===== src/logic/pcc_pkg.sv =====
// shared constants for the pll clock control block
package pcc_pkg;

  // clock of the control logic
  localparam int unsigned CLK_HZ = 10_000_000;

  // control register width and field positions
  localparam int unsigned CTRL_W = 24;
  localparam int unsigned PD_LSB = 20;
  localparam int unsigned PD_W = 4;
  localparam int unsigned COD_BIT = 19;
  localparam int unsigned PEN_BIT = 18;
  localparam int unsigned RET_BIT = 17;
  localparam int unsigned XDD_BIT = 16;
  localparam int unsigned XRL_BIT = 15;
  localparam int unsigned LPD_LSB = 12;
  localparam int unsigned LPD_W = 3;
  localparam int unsigned MF_LSB = 0;
  localparam int unsigned MF_W = 12;

  // values after reset (presets are implementation values, plain defaults)
  localparam logic [PD_W-1:0] PD_RST = 4'h0;
  localparam logic COD_RST = 1'b0;
  localparam logic RET_RST = 1'b0;
  localparam logic XDD_RST = 1'b0;
  localparam logic XRL_RST = 1'b0;
  localparam logic [LPD_W-1:0] LPD_RST = 3'h0;
  localparam logic [MF_W-1:0] MF_RST = 12'h000;

  // relock delay, counted in clock cycles, at most 1000
  localparam int unsigned RELOCK_MAX_CYCLES = 1000;
  localparam int unsigned RELOCK_CYCLES = 256;
  localparam int unsigned RELOCK_W = 10;

  // oscillator restart time after a stop with everything off
  localparam int unsigned OSC_START_US = 10;
  localparam int unsigned OSC_START_CYCLES = (OSC_START_US * CLK_HZ + 999_999) / 1_000_000;
  localparam int unsigned OSC_W = 8;

  // multiplier values below this keep skew low
  localparam int unsigned SKEW_MF_LIMIT = 5;

  // width of the frequency credit accumulator and its saturation point
  localparam int unsigned CREDIT_W = 16;
  localparam logic [CREDIT_W-1:0] CREDIT_CAP = 16'hC000;

  // power and stop sequencing states
  typedef enum logic [1:0] {
    PCC_RUN = 2'b00,
    PCC_STOP_KEEP = 2'b01,
    PCC_STOP_OFF = 2'b10,
    PCC_OSC_START = 2'b11
  } pcc_pwr_t;

endpackage : pcc_pkg


===== src/logic/pcc_clock_control.sv =====
`timescale 1ns/100ps
module pcc_clock_control (
  // clock and reset
  input wire logic clk_i,
  input wire logic srst_i,
  // control register port
  input wire logic reg_sel_i,
  input wire logic reg_wr_i,
  input wire logic [pcc_pkg::CTRL_W-1:0] reg_wdata_i,
  output logic [pcc_pkg::CTRL_W-1:0] reg_rdata_o,
  // pins
  input wire logic external_clock_input_i,
  input wire logic pll_init_pin_i,
  output logic clock_output_pin_o,
  // processing state from the core
  input wire logic stop_state_i,
  // core clock and status
  output logic core_tick_o,
  output logic pll_locked_o,
  output logic low_skew_o,
  // analog controls
  output logic pll_power_o,
  output logic osc_enable_o,
  output logic osc_gain_reduced_o,
  output logic crystal_drive_disable_o
);
  import pcc_pkg::*;

  // register fields
  logic [PD_W-1:0] predivider_field_q;
  logic clock_output_disable_q;
  logic pll_enable_q;
  logic stop_state_retention_q;
  logic crystal_drive_disable_q;
  logic crystal_range_low_q;
  logic [LPD_W-1:0] low_power_divide_field_q;
  logic [MF_W-1:0] multiplier_field_q;

  // pin synchronisers
  logic ext_s1_q;
  logic ext_s2_q;
  logic ext_s3_q;
  logic init_s1_q;
  logic init_s2_q;
  logic ext_rise;

  // power sequencing
  pcc_pwr_t pwr_q;
  pcc_pwr_t pwr_d;
  logic [OSC_W-1:0] osc_cnt_q;
  logic pll_run;
  logic pen_prev_q;

  // lock and frequency synthesis
  logic wr_en;
  logic loop_change;
  logic lock_restart;
  logic locked;
  logic [CREDIT_W-1:0] credit_q;
  logic [CREDIT_W-1:0] credit_add;
  logic [CREDIT_W-1:0] divisor;
  logic credit_emit;
  logic src_tick;
  logic running;
  logic phase_q;

  // two-stage synchronisers, third stage only for the input edge
  always_ff @(posedge clk_i) begin
    ext_s1_q <= external_clock_input_i;
    ext_s2_q <= ext_s1_q;
    ext_s3_q <= ext_s2_q;
  end

  always_ff @(posedge clk_i) begin
    init_s1_q <= pll_init_pin_i;
    init_s2_q <= init_s1_q;
  end

  assign ext_rise = ext_s2_q & ~ext_s3_q;

  // register write strobe
  assign wr_en = reg_sel_i & reg_wr_i;

  // predivider: loop field, reset to its preset
  always_ff @(posedge clk_i) begin
    if (srst_i) begin
      predivider_field_q <= PD_RST;
    end else if (wr_en) begin
      predivider_field_q <= reg_wdata_i[PD_LSB +: PD_W];
    end
  end

  // multiplier: loop field, reset to its preset
  always_ff @(posedge clk_i) begin
    if (srst_i) begin
      multiplier_field_q <= MF_RST;
    end else if (wr_en) begin
      multiplier_field_q <= reg_wdata_i[MF_LSB +: MF_W];
    end
  end

  // pll enable: follows the init pin while reset is held
  always_ff @(posedge clk_i) begin
    if (srst_i) begin
      pll_enable_q <= init_s2_q;
    end else if (wr_en) begin
      pll_enable_q <= reg_wdata_i[PEN_BIT];
    end
  end

  // clock output disable bit
  always_ff @(posedge clk_i) begin
    if (srst_i) begin
      clock_output_disable_q <= COD_RST;
    end else if (wr_en) begin
      clock_output_disable_q <= reg_wdata_i[COD_BIT];
    end
  end

  // stop state retention bit
  always_ff @(posedge clk_i) begin
    if (srst_i) begin
      stop_state_retention_q <= RET_RST;
    end else if (wr_en) begin
      stop_state_retention_q <= reg_wdata_i[RET_BIT];
    end
  end

  // crystal drive and range bits
  always_ff @(posedge clk_i) begin
    if (srst_i) begin
      crystal_drive_disable_q <= XDD_RST;
      crystal_range_low_q <= XRL_RST;
    end else if (wr_en) begin
      crystal_drive_disable_q <= reg_wdata_i[XDD_BIT];
      crystal_range_low_q <= reg_wdata_i[XRL_BIT];
    end
  end

  // low-power divider field, outside the loop
  always_ff @(posedge clk_i) begin
    if (srst_i) begin
      low_power_divide_field_q <= LPD_RST;
    end else if (wr_en) begin
      low_power_divide_field_q <= reg_wdata_i[LPD_LSB +: LPD_W];
    end
  end

  // read image of the register, registered
  always_ff @(posedge clk_i) begin
    if (srst_i) begin
      reg_rdata_o <= '0;
    end else begin
      reg_rdata_o <= {predivider_field_q, clock_output_disable_q, pll_enable_q,
                      stop_state_retention_q, crystal_drive_disable_q, crystal_range_low_q,
                      low_power_divide_field_q, multiplier_field_q};
    end
  end

  // stop sequencing: next state
  always_comb begin
    pwr_d = pwr_q;
    case (pwr_q)
      PCC_RUN: begin
        if (stop_state_i) begin
          pwr_d = stop_state_retention_q ? PCC_STOP_KEEP : PCC_STOP_OFF;
        end
      end
      PCC_STOP_KEEP: begin
        if (!stop_state_i) begin
          pwr_d = PCC_RUN;
        end
      end
      PCC_STOP_OFF: begin
        if (!stop_state_i) begin
          pwr_d = PCC_OSC_START;
        end
      end
      PCC_OSC_START: begin
        if (osc_cnt_q == '0) begin
          pwr_d = PCC_RUN;
        end
      end
      default: begin
        pwr_d = PCC_RUN;
      end
    endcase
  end

  // stop sequencing: state register
  always_ff @(posedge clk_i) begin
    if (srst_i) begin
      pwr_q <= PCC_RUN;
    end else begin
      pwr_q <= pwr_d;
    end
  end

  // oscillator restart count, loaded while everything is off
  always_ff @(posedge clk_i) begin
    if (srst_i || pwr_q == PCC_STOP_OFF) begin
      osc_cnt_q <= OSC_W'(OSC_START_CYCLES);
    end else if (pwr_q == PCC_OSC_START && osc_cnt_q != '0) begin
      osc_cnt_q <= osc_cnt_q - OSC_W'(1);
    end
  end

  // pll powered only when enabled and not shut down by stop
  assign pll_run = pll_enable_q & (pwr_q == PCC_RUN || pwr_q == PCC_STOP_KEEP);

  // rising edge of the enable bit also needs a fresh lock
  always_ff @(posedge clk_i) begin
    if (srst_i) begin
      pen_prev_q <= 1'b0;
    end else begin
      pen_prev_q <= pll_enable_q;
    end
  end

  // only a changed predivider or multiplier disturbs the loop
  assign loop_change = wr_en &&
    (reg_wdata_i[PD_LSB +: PD_W] != predivider_field_q ||
     reg_wdata_i[MF_LSB +: MF_W] != multiplier_field_q);

  assign lock_restart = loop_change | (pll_enable_q & ~pen_prev_q);

  // relock delay timer
  pcc_lock_timer u_lock_timer (
    .clk_i(clk_i),
    .srst_i(srst_i),
    .run_i(pll_run),
    .restart_i(lock_restart),
    .locked_o(locked)
  );

  // pll rate: twice (mf+1) credit per input edge, spent in units of (pdf+1) shifted left by df
  assign credit_add = ext_rise ? CREDIT_W'({multiplier_field_q, 1'b0}) + CREDIT_W'(2) : '0;
  assign divisor = CREDIT_W'({4'h0, predivider_field_q} + 8'h01) << low_power_divide_field_q;
  assign credit_emit = (credit_q >= divisor);

  // credit accumulator, emptied whenever the loop is not locked
  always_ff @(posedge clk_i) begin
    if (srst_i || !locked) begin
      credit_q <= '0;
    end else if (credit_q >= CREDIT_CAP) begin
      credit_q <= credit_q - (credit_emit ? divisor : '0);
    end else begin
      credit_q <= credit_q + credit_add - (credit_emit ? divisor : '0);
    end
  end

  // source of the output stage: input edge or pll ticks
  assign src_tick = pll_enable_q ? (locked & credit_emit) : ext_rise;

  // core clock runs outside stop and oscillator start
  assign running = (pwr_q == PCC_RUN);

  // output stage halves the source rate
  always_ff @(posedge clk_i) begin
    if (srst_i) begin
      phase_q <= 1'b0;
    end else if (running && src_tick) begin
      phase_q <= ~phase_q;
    end
  end

  // core tick on the rising phase of the output stage
  assign core_tick_o = running & src_tick & ~phase_q;

  // clock output pin from the same phase flop
  always_ff @(posedge clk_i) begin
    if (srst_i) begin
      clock_output_pin_o <= 1'b0;
    end else if (clock_output_disable_q) begin
      clock_output_pin_o <= 1'b1;
    end else if (!running) begin
      clock_output_pin_o <= 1'b0;
    end else if (src_tick) begin
      clock_output_pin_o <= ~phase_q;
    end
  end

  // lock status output
  always_ff @(posedge clk_i) begin
    if (srst_i) begin
      pll_locked_o <= 1'b0;
    end else begin
      pll_locked_o <= locked;
    end
  end

  // low skew only for small multipliers with the loop locked
  always_ff @(posedge clk_i) begin
    if (srst_i) begin
      low_skew_o <= 1'b0;
    end else begin
      low_skew_o <= pll_enable_q & locked &
        (({1'b0, multiplier_field_q} + 13'h0001) < 13'(SKEW_MF_LIMIT));
    end
  end

  // pll and oscillator power, oscillator one cycle early
  always_ff @(posedge clk_i) begin
    if (srst_i) begin
      pll_power_o <= 1'b0;
      osc_enable_o <= 1'b1;
    end else begin
      pll_power_o <= pll_run;
      osc_enable_o <= (pwr_d != PCC_STOP_OFF);
    end
  end

  // crystal amplifier controls
  always_ff @(posedge clk_i) begin
    if (srst_i) begin
      osc_gain_reduced_o <= 1'b0;
      crystal_drive_disable_o <= 1'b0;
    end else begin
      osc_gain_reduced_o <= crystal_range_low_q;
      crystal_drive_disable_o <= crystal_drive_disable_q;
    end
  end

endmodule : pcc_clock_control


===== src/logic/pcc_lock_timer.sv =====
`timescale 1ns/100ps
// lock indication: drops on restart or power off, returns after the relock delay
module pcc_lock_timer (
  // clock and reset
  input wire logic clk_i,
  input wire logic srst_i,
  // control
  input wire logic run_i,
  input wire logic restart_i,
  // status
  output logic locked_o
);
  import pcc_pkg::*;

  logic [RELOCK_W-1:0] cnt_q;

  // relock countdown, reloaded on every restart
  always_ff @(posedge clk_i) begin
    if (srst_i || !run_i || restart_i) begin
      cnt_q <= RELOCK_W'(RELOCK_CYCLES);
    end else if (cnt_q != '0) begin
      cnt_q <= cnt_q - RELOCK_W'(1);
    end
  end

  // lock flag follows the counter
  always_ff @(posedge clk_i) begin
    if (srst_i || !run_i || restart_i) begin
      locked_o <= 1'b0;
    end else begin
      locked_o <= (cnt_q == '0);
    end
  end

endmodule : pcc_lock_timer


===== config.mk =====
export PLATFORM = sky130hd
export DESIGN_NAME = pcc_clock_control
export DESIGN_NICKNAME = d
export VERILOG_FILES = /design/src/logic/pcc_pkg.sv /design/src/logic/pcc_clock_control.sv /design/src/logic/pcc_lock_timer.sv
export SDC_FILE = /design/constraint.sdc
export NUM_CORES = 1
export LEC_CHECK = 0
export ABC_AREA = 1
export BUFFER_PORTS_ARGS = -buffer_cell sky130_fd_sc_hd__buf_4
export CORE_ASPECT_RATIO = 1.4
export CORE_UTILIZATION = 35
export DETAILED_ROUTE_END_ITERATION = 8
export PLACE_DENSITY = 0.51
export SETUP_SLACK_MARGIN = 0.05
export SLEW_MARGIN = 20
export SYNTH_ARGS = -nofsm -noshare
export SYNTH_HDL_FRONTEND = slang
export SYNTH_SLANG_ARGS = --single-unit

===== constraint.sdc =====
create_clock -name clk_i -period 5.3 [get_ports clk_i]
set_input_delay 1.06 -clock clk_i [delete_from_list [all_inputs] [get_ports clk_i]]
set_output_delay 1.06 -clock clk_i [all_outputs]
set_load 0.05 [all_outputs]

==> results by group, run 1 <==
Critical path
  • Most used cell, CP: nand2_1
  • Slowest stage cell, crit path: fa_1
  • Critical Path Source Type: flip-flop
  • Critical Path End: credit_q[15]
  • Slowest Stage Delay on Critical Path: 450 ps
  • Reg-to-Reg Start: predivider_field_q[0]
  • Crit path from: predivider_field_q[0]
  • R2R setup slack: 620 ps
  • R2R Path End: credit_q[15]
  • Worst reg-to-reg path cell count: 27
  • Worst endpoint required time: 5510 ps
  • CP Capture Type: flip-flop
  • CP arrival: 4890 ps
  • Critical path class: flip-flop to flip-flop
  • Crit path max fanout: 9

Timing
  • Maximum clock rate: 214 MHz
  • Measured slew at the worst slew-check pin: 602 ps
  • Layout Skew: 9.71 ps
  • Period utilization: 88.3%
  • Final Max Tran Viols: 0
  • Final setup TNS: 0 ps
  • Worst slew margin: 59.8%
  • Final Hold Violating Endpoints: 0
  • Min Tclk post-route: 4680 ps
  • Unrepaired setup endpoints after global routing: no
  • Hold WS: 331 ps
  • Endpoints failing setup: 0

Global route
  • Largest net degree at the start of global routing: 48
  • GRT Overall Usage: 18.1%
  • Wire length of the first global-routing pass: 26100 µm
  • Initial antenna violation count: 0
  • Gr ovfl total: 0
  • Vias in the first global route: 5558

Clock tree
  • CTS tree: built
  • Max clock buf depth: 2
  • Cts hold-fix bufs: 0
  • Clock Pin Slew Worst Setup and Hold Paths: 70 ps
  • CTS Sinks: 96
  • Htree depth: 3
  • Post-CTS setup repair buffer count: 0
  • Worst skew pair latency: 350 ps
  • CTS Root Cell: clkbuf_16
  • Post-CTS resize count: 0
  • CTS buffer count: 9

Logic synthesis
  • Sequential-to-total area share from yosys stat: 30.7%
  • Synth Flop Type: dfxtp_1
  • Most common cell in the synthesized netlist: nand2_1
  • Post-synthesis mux area share: 0.159%
  • Compound-Gate Fraction of Synth Area: 14.3%
  • YS warnings: 0
  • Avg Inst Size Synth: 6.99 µm²
  • Yosys reg bits: 96
  • Cell count after synthesis: 901
  • Post-Syn Area: 6300 µm²
  • Simple-gate share of the synthesized area: 25.3%
  • Leading area contributor after synthesis: dfxtp_1
  • Top post-synthesis cells by area: dfxtp_1, nand2_1, ha_1, inv_1, a21oi_1
  • Top cells by count, synth: nand2_1, inv_1, nor2_1
  • Synth Area in XOR/XNOR: 4.73%
  • Synth Area in Adders: 13.9%
  • Post-synthesis async set-or-reset flop share: 0%
  • Post-Syn Nets: 994
  • Largest family of logic cells by synthesized area: simple AND/OR/NAND/NOR gates
  • Post-synth EDFFs: 1
  • Library cells used by synthesis: 46
  • Share of the synthesized area in the top cell type: 30.2%

Power and ir drop
  • Leak Pwr: 3.62 nW
  • Max IR drop VDD: 0.184 mV
  • Switching share of power: 34.6%
  • Clock group share of total power: 33.9%
  • Internal power: 0.00126 W
  • PwrDens: 264 nW/µm²
  • Design Power: 0.00192 W
  • Switching power: 0.000665 W
  • Seq pwr share: 40.2%
  • Combinational Power Share: 26.0%

Place
  • Gpl congestion: 0.826
  • HPWL Detailed: 12900 µm
  • Port Buffers: 62

Finish
  • Ant diodes: 0
  • Area delta synth->final: 15.5%
  • Share of cells above drive strength 1: 13.0%
  • Nets@finish: 1050
  • Fill cell count: 1926

Floorplanning
  • Chip height: 161 µm
  • Core area: 17500 µm²
  • Initial Util: 36.0%
  • Row cnt: 57
  • # IOs: 63
  • Area of the die: 18500 µm²
  • Die Width: 115 µm

Drt
  • Antenna Nets Post-Route: 0
  • Via count: 5556
  • DRT Pass-1 Iters: 4
  • Final wirelength: 15900 µm
  • Avg WL per Cell: 13.3 µm
  • DRC viols: 0
  • Initial DRC count: 165
  • Vias/cell: 4.64

Outcome
  • Outcome: finished clean

Job
  • Max-cap viol count: 0

Worst hold path
  • Hold crit path type: flip-flop to flip-flop
[final cells by class]
| type | count | area [µm²] | share of cell area (%) |
|---|---|---|---|
| clock buffers | 9 | 225 | 3.10 |
| clock inverters | 7 | 58.8 | 0.809 |
| inverters | 156 | 588 | 8.09 |
| multi-input cells | 628 | 3680 | 50.6 |
| flip-flops and latches | 96 | 1930 | 26.6 |
| well taps | 236 | 295 | 4.06 |
| repair buffers | 66 | 495 | 6.81 |
[worst min path at each step]
stage,startpoint,to,slack (ps),cells past startpoint
after floorplan,ext_s1_q,ext_s2_q,310,0
after global placement,init_s1_q,init_s2_q,310,0
after detailed placement,init_s1_q,init_s2_q,310,0
after CTS,init_s1_q,init_s2_q,330,0
after global routing,init_s1_q,init_s2_q,350,0
final,init_s1_q,init_s2_q,330,0
[registers in the layout (all words and copies together) (netlist names), 2 cells and up]
register and flops:
credit_q 16, low_power_divide_field_q 3, multiplier_field_q 12, osc_cnt_q 8
predivider_field_q 4, pwr_q 2, reg_rdata_o 24, u_lock_timer.cnt_q 10
[per-layer routing]
metal  GRT usage (%)  share of wire [%]  up-vias
met5               0                  0        -
met1            21.1                 44     2505
met4            5.90                1.5        0
li1                -                  -     2973
met3            2.68                2.8       13
met2            33.2                 52       65
[cells by family (layout without fill, tap and decap cells)]
group	Yosys count	after routing
AOI/OAI and AO/OA	168	168
xor gates and xnor gates	34	34
adders and majority gates	62	62
buffers and inverters	177	238
DFF	96	96
muxes	1	1
and+or+nand+nor	363	363
[power groups by stage]
stage / Sequential [W] / Combinational [W] / Clock (W)
final: 0.000772 / 0.000500 / 0.000651
after global routing: 0.000776 / 0.000566 / 0.000700
after CTS: 0.000772 / 0.000505 / 0.000670
after detailed placement: 0.000789 / 0.000502 / 0
after global placement: 0.000789 / 0.000501 / 0
after floorplan: 0.000819 / 0.000341 / 0
[layout by cell type (no fill, tap or decap), drive strengths merged, types with 2 or more instances in the layout]
master,count
nand2,170
inv,160
nor2,111
dfxtp,95
a21oi,83
o21ai,68
buf,66
nand3,50
ha,49
xor2,25
fa,13
nor3,12
xnor2,9
clkbuf,9
or2,7
nand4,6
a21o,4
a31oi,4
nand3b,3
o21bai,3
nor4,3
o21a,2
clkinv,2
[critical path: cells and delay by family (launching register included)]
family / cells / cell delay [ps]
and+or+nand+nor: 11 / 1260
buffers and inverters: 3 / 300
xor gates and xnor gates: 1 / 210
adders and majority gates: 5 / 1510
DFF: 1 / 440
AOI/OAI and AO/OA: 7 / 820
[metrics by stage]
step | setup slack, ps | instance area (µm²) | std cells | utilization [%]
finish | 621 | 7270 | 1198 | 41.6
global route | 196 | 7270 | 1198 | 41.6
CTS | 612 | 7270 | 1198 | 41.6
detailed placement | 621 | 6990 | 1182 | 40.0
global placement | 743 | 6990 | 1182 | 40.0
floorplan | 1120 | 6300 | 901 | -
Note: power is estimated with default switching activity, not from simulation.
==> inputs of run 2 (changes only) <==
Settings changed: CORE_ASPECT_RATIO 1.4 to unset.
==> run 2 against run 1 <==
  * Combinational power barely moved
  * Non-clock buffer count decreased by 1
  * Clock-buffer cell count up 1
  * Register-to-register slack about the same
  * Total power shrank 0.17%
  * Routed wire length rose by 0.43%
  * Final cell count shrank 1.0%
  * Core utilization hardly changed
  * Global-route usage up 0.38 points
  * Critical path depth grew 4
  * Critical path type unchanged
  * Critical endpoint is now credit_q[11]
==> results by group, run 2 (synthesis results as in run 1) <==
Outcome
  • Outcome: finished clean

Finish
  • Commonest non-fill, non-tap cell in the layout: nand2_1
  • Fill cell count: 1898 (-1.5%)
  • Multi-input gate area: 3680 µm² (unchanged)
  • Reg area: 1930 µm² (unchanged)
  • Max FFs per register: 24 (unchanged)
  • Nets@finish: 1049 (-0.095%)
  • Area delta synth->final: 15.2%
  • Ant diodes: 0 (unchanged)
  • Final Cell Area: 7250 µm² (-0.22%)
  • Largest reg by FF count: reg_rdata_o
  • Share of cells above drive strength 1: 12.9% (-0.091 points)
  • Most frequent cells in the layout: nand2_1, inv_1, nor2_1
  • Largest regs: reg_rdata_o x24, credit_q x16, multiplier_field_q x12

Timing
  • Final Max Tran Viols: 0 (unchanged)
  • Final setup TNS: 0 ps (unchanged)
  • Hold WS: 328 ps (-2.40 ps)
  • Measured slew at the worst slew-check pin: 832 ps (+230 ps)
  • Unrepaired setup endpoints after global routing: no
  • Endpoints failing setup: 0 (unchanged)
  • Worst slew margin: 44.5% (-15 points)
  • Maximum clock rate: 214 MHz (about the same)
  • Final WS setup: 622 ps (+0.435 ps)
  • Final Hold Violating Endpoints: 0 (unchanged)
  • Min Tclk post-route: 4680 ps (-0.435 ps)
  • Period utilization: 88.3% (about the same)
  • Layout Skew: 12.7 ps (+3.01 ps)

Global route
  • Met2 Usage GRT: 30.4% (-2.8 points)
  • GRT Overall Usage: 18.5% (+0.38 points)
  • GR Util met1: 24.2% (+3.2 points)
  • GRT busiest layer: met2
  • Gr ovfl total: 0 (unchanged)
  • Vias in the first global route: 5349 (-3.8%)
  • Largest net degree at the start of global routing: 48 (unchanged)
  • Initial antenna violation count: 0 (unchanged)
  • Wire length of the first global-routing pass: 26400 µm (+1.3%)
  • Met3 Resource Use GR: 4.44% (+1.8 points)

Drt
  • Vias/cell: 4.64 (+0.12%)
  • DRT Pass-1 Iters: 5 (+1)
  • Initial DRC count: 235 (+42%)
  • DRC viols: 0 (unchanged)
  • Via count: 5507 (-0.88%)
  • Avg WL per Cell: 13.5 µm (+1.5%)
  • Antenna Nets Post-Route: 0 (unchanged)
  • Final wirelength: 16000 µm (+0.43%)

Floorplanning
  • Core area: 17400 µm² (-0.32%)
  • Row cnt: 48 (-16%)
  • # IOs: 63 (unchanged)
  • Area of the die: 18500 µm² (about the same)
  • Chip height: 136 µm (-15%)
  • Die Width: 136 µm (+18%)
  • Initial Util: 36.1% (+0.12 points)

Power and ir drop
  • Internal power: 0.00127 W (+0.76%)
  • Seq pwr share: 40.2% (about the same)
  • PwrDens: 265 nW/µm² (about the same)
  • Max IR drop VDD: 0.147 mV (-20%)
  • Switching power: 0.000652 W (-1.9%)
  • Leak Pwr: 3.61 nW (-0.13%)
  • Clock group share of total power: 33.8% (about the same)
  • Combinational Power Share: 26.0% (about the same)
  • Switching share of power: 34.0% (-0.61 points)

Critical path
  • CP Capture Type: flip-flop
  • Most used cell, CP: nand2_1
  • Crit path max fanout: 9 (unchanged)
  • Critical Path Source Type: flip-flop
  • Crit path from: predivider_field_q[0]
  • Critical path class: flip-flop to flip-flop
  • Reg-to-Reg Start: predivider_field_q[0]
  • CP arrival: 4900 ps (about the same)
  • Worst path top cell family by delay: adder cells
  • Worst Path Buf+Inv: 4 (+1)
  • Worst endpoint required time: 5520 ps (about the same)
  • Slowest Stage Delay on Critical Path: 440 ps (about the same)
  • Slowest stage cell, crit path: fa_1

Clock tree
  • Clock Pin Slew Worst Setup and Hold Paths: 80 ps (about the same)
  • Htree depth: 3 (unchanged)
  • CTS Sinks: 96 (unchanged)
  • Post-CTS resize count: 0 (unchanged)
  • Cts hold-fix bufs: 0 (unchanged)
  • Max clock buf depth: 2 (unchanged)
  • CTS buffer count: 9 (unchanged)
  • Post-CTS setup repair buffer count: 0 (unchanged)
  • Worst skew pair latency: 360 ps (about the same)
  • CTS tree: built
  • CTS Root Cell: clkbuf_16

Place
  • Gpl congestion: 0.819 (-0.85%)
  • HPWL Detailed: 12800 µm (-0.62%)
  • Port Buffers: 62 (unchanged)
  • Worst slack, placed: 652 ps (+31.4 ps)
  • Post-DP Area: 6970 µm² (-0.30%)

Worst hold path
  • Hold crit path type: flip-flop to flip-flop
  • Hold Path Origin: init_s1_q

Job
  • Max-cap viol count: 0 (unchanged)
==> run 2: changes by cell type in the layout (fill, tap and decap cells not counted), sizes merged <==
cell	delta
inv	-2
buf	-1
clkbuf	+1
clkinv	+1
==> run 2: cell type report <==
class | count | area share [%]
Multi-Input combinational cell | 628 | 50.7
Clock buffer | 10 | 3.29
Sequential cell | 96 | 26.6
Inverter | 156 | 8.11
Clock inverter | 6 | 0.690
Timing Repair Buffer | 65 | 6.73
Tap cell | 225 | 3.88
==> run 2: worst paths after layout <==
kind / to / slack [ps] / cells after the start
worst min register to register: init_s2_q / 330 / 0
worst min-delay path: init_s2_q / 330 / 0
worst max-delay path: credit_q[11] / 620 / 31
worst max register to register: credit_q[11] / 620 / 31
==> run 2: worst reg2reg max path: cells and delay by family (launching register included) <==
kind,cells,cell delay (ps)
adder cells (fa/ha/maj),5,1460
XOR/XNOR,1,210
AO/OA/AOI/OAI,6,700
buffers and inverters,4,270
flip-flops,1,430
AND/OR/NAND/NOR,15,1440
==> run 2: metrics by stage <==
| stage | utilization, % | power [W] | instances |
|---|---|---|---|
| global placement | 40.0 | 0.00129 | 1170 |
| CTS | 41.7 | 0.00195 | 1186 |
| global route | 41.7 | 0.00204 | 1186 |
| detailed placement | 40.0 | 0.00129 | 1170 |
| floorplan | - | 0.00116 | 901 |
| finish | 41.7 | 0.00192 | 1186 |
==> run 2: routing by layer <==
metal	vias to the layer above	wire [µm]
met4	0	193
met5	-	0
met3	14	704
li1	2969	-
met1	2428	7960
met2	96	7100
==> run 2: power by group through the flow <==
stage	clock [W]	combinational (W)	sequential [W]
after floorplan	0	0.000341	0.000819
after global placement	0	0.000497	0.000789
after detailed placement	0	0.000500	0.000789
after CTS	0.000672	0.000503	0.000773
after global routing	0.000696	0.000571	0.000777
final	0.000648	0.000499	0.000772
==> inputs of run 3 (changes only) <==
Settings changed: CORE_MARGIN set to 3.
==> run 3 against run 2 <==
  * Via count is 0.56% lower
  * Clock-buffer cell count down 1
  * First-iteration DRC count is 8.9% higher
  * Sequential cell count stayed put
  * Global-route usage fell by 1.9 points
  * Fmax is 0.15% lower
  * Highest routed layer unchanged
==> results by group, run 3 (synthesis results as in run 1) <==
Timing
  • Final setup TNS: 0 ps (unchanged)
  • Final Hold Violating Endpoints: 0 (unchanged)
  • Unrepaired setup endpoints after global routing: no
  • Final Max Tran Viols: 0 (unchanged)
  • Maximum clock rate: 213 MHz (-0.15%)
  • Layout Skew: 17.3 ps (+4.58 ps)
  • Worst slew margin: 47.8% (+3.3 points)
  • Period utilization: 88.4% (+0.13 points)
  • Measured slew at the worst slew-check pin: 783 ps (-49.2 ps)
  • Min Tclk post-route: 4690 ps (+6.82 ps)
  • Endpoints failing setup: 0 (unchanged)

Place
  • HPWL Detailed: 12800 µm (-0.16%)
  • Placed cell count: 1170 (unchanged)
  • Port Buffers: 62 (unchanged)
  • Gpl congestion: 0.845 (+3.1%)

Clock tree
  • Max clock buf depth: 2 (unchanged)
  • CTS buffer count: 9 (unchanged)
  • Cts hold-fix bufs: 0 (unchanged)
  • Htree depth: 3 (unchanged)
  • Clock Pin Slew Worst Setup and Hold Paths: 80 ps (about the same)
  • CTS Sinks: 96 (unchanged)
  • CTS Root Cell: clkbuf_16
  • Post-CTS setup repair buffer count: 0 (unchanged)
  • Post-CTS resize count: 0 (unchanged)
  • Worst skew pair latency: 360 ps (about the same)
  • CTS tree: built

Finish
  • Reg area: 1930 µm² (unchanged)
  • Fill cell count: 1887 (-0.58%)
  • Post-route core utilization: 41.7% (+0.050 points)
  • Largest reg by FF count: reg_rdata_o
  • Multi-input gate area: 3680 µm² (unchanged)
  • Commonest non-fill, non-tap cell in the layout: nand2_1
  • Nets@finish: 1049 (unchanged)
  • Finished Layout Cells: 1186 (unchanged)
  • Share of cells above drive strength 1: 12.9% (unchanged)
  • Largest regs: reg_rdata_o x24, credit_q x16, multiplier_field_q x12
  • Most frequent cells in the layout: nand2_1, inv_1, nor2_1
  • Max FFs per register: 24 (unchanged)
  • Ant diodes: 0 (unchanged)
  • Area delta synth->final: 15.8%

Critical path
  • Slowest stage cell, crit path: fa_1
  • CP Capture Type: flip-flop
  • CP arrival: 4900 ps (about the same)
  • Worst path top cell family by delay: adder cells
  • Slowest Stage Delay on Critical Path: 440 ps (about the same)
  • Critical Path Source Type: flip-flop
  • Worst Path Buf+Inv: 3 (-1)
  • Most used cell, CP: nand2_1
  • Critical path class: flip-flop to flip-flop
  • Worst endpoint required time: 5520 ps (about the same)
  • Crit path max fanout: 9 (unchanged)

Floorplanning
  • Area of the die: 19600 µm² (+6.0%)
  • Die Width: 140 µm (+2.9%)
  • Row cnt: 48 (unchanged)
  • # IOs: 63 (unchanged)
  • Core area: 17500 µm² (+0.35%)
  • Initial Util: 36.0% (-0.12 points)
  • Chip height: 140 µm (+2.9%)

Global route
  • GRT Overall Usage: 16.6% (-1.9 points)
  • Largest net degree at the start of global routing: 48 (unchanged)
  • Initial antenna violation count: 0 (unchanged)
  • Gr ovfl total: 0 (unchanged)
  • Wire length of the first global-routing pass: 26600 µm (+0.89%)
  • Vias in the first global route: 5367 (+0.34%)

Drt
  • DRT Pass-1 Iters: 5 (unchanged)
  • Avg WL per Cell: 13.4 µm (-0.65%)
  • Final wirelength: 15900 µm (-0.65%)
  • Initial DRC count: 256 (+8.9%)
  • DRC viols: 0 (unchanged)
  • Antenna Nets Post-Route: 0 (unchanged)
  • Vias/cell: 4.62 (-0.56%)
  • Via count: 5476 (-0.56%)

Power and ir drop
  • Design Power: 0.00198 W (+3.4%)
  • Leak Pwr: 3.63 nW (+0.47%)
  • PwrDens: 272 nW/µm² (+2.9%)
  • Max IR drop VDD: 0.204 mV (+38%)

Outcome
  • Outcome: finished clean

Job
  • Max-cap viol count: 0 (unchanged)

Worst hold path
  • Hold crit path type: flip-flop to flip-flop
## run 3: changes by cell type in the layout (fill, tap and decap cells not counted), sizes merged
cell,change
clkbuf,-1
bufinv,+1
clkinvlp,-1
clkinv,+1
## run 3: stage by stage
step / cell area, µm² / hold slack, ps / worst slack [ps]
after detailed placement: 6970 / 317 / 662
after CTS: 7290 / 335 / 643
after floorplan: 6300 / 310 / 1120
after global placement: 6970 / 310 / 773
after global routing: 7290 / 340 / 206
final: 7290 / 331 / 615
## run 3: final cells by class
class | instances | share of cell area, %
multi-input cells | 628 | 50.4
flip-flops and latches | 96 | 26.5
inverters | 156 | 8.07
repair buffers | 65 | 6.70
well taps | 225 | 3.86
clock buffers | 9 | 3.09
clock inverters | 7 | 1.34
## run 3: routing by layer
metal	vias up	part of all wire, %	global-route usage, %	routed length, µm
met2	78	45	26.9	7110
met4	0	1.2	3.98	183
li1	2968	-	-	-
met1	2415	49	22.8	7800
met5	-	0	0	0
met3	15	4.8	3.35	757
## run 3: worst reg2reg max path: stages (launching register included)
cell and delay, ps:
dfxtp_1 420, ha_1 210, xor2_1 210, o21ai_2 90
nand2_2 70, o21ai_2 60, or2_4 250, ha_1 290
a21oi_1 140, o21ai_0 100, a21oi_1 180, nand2_2 130
inv_4 160, nor2_1 90, fa_1 440, inv_1 70
ha_1 160, inv_1 70, fa_1 400, nand3b_1 170
nand2_1 130, nand2_1 100, a21oi_2 200, nand3_1 130
nand2_1 90, nand2_1 50, nand3_1 60, a21oi_1 70
## run 3: worst paths after layout
check | start | endpoint | slack, ps | depth (start not counted)
hold / removal | init_s1_q | init_s2_q | 330 | 0
setup reg to reg | predivider_field_q[0] | credit_q[15] | 610 | 27
hold reg to reg | init_s1_q | init_s2_q | 330 | 0
setup / recovery | predivider_field_q[0] | credit_q[15] | 610 | 27
## run 3: power by group
group          internal [W]  switching [W]
logic              0.000177       0.000323
registers          0.000752      0.0000205
clock network      0.000382       0.000330
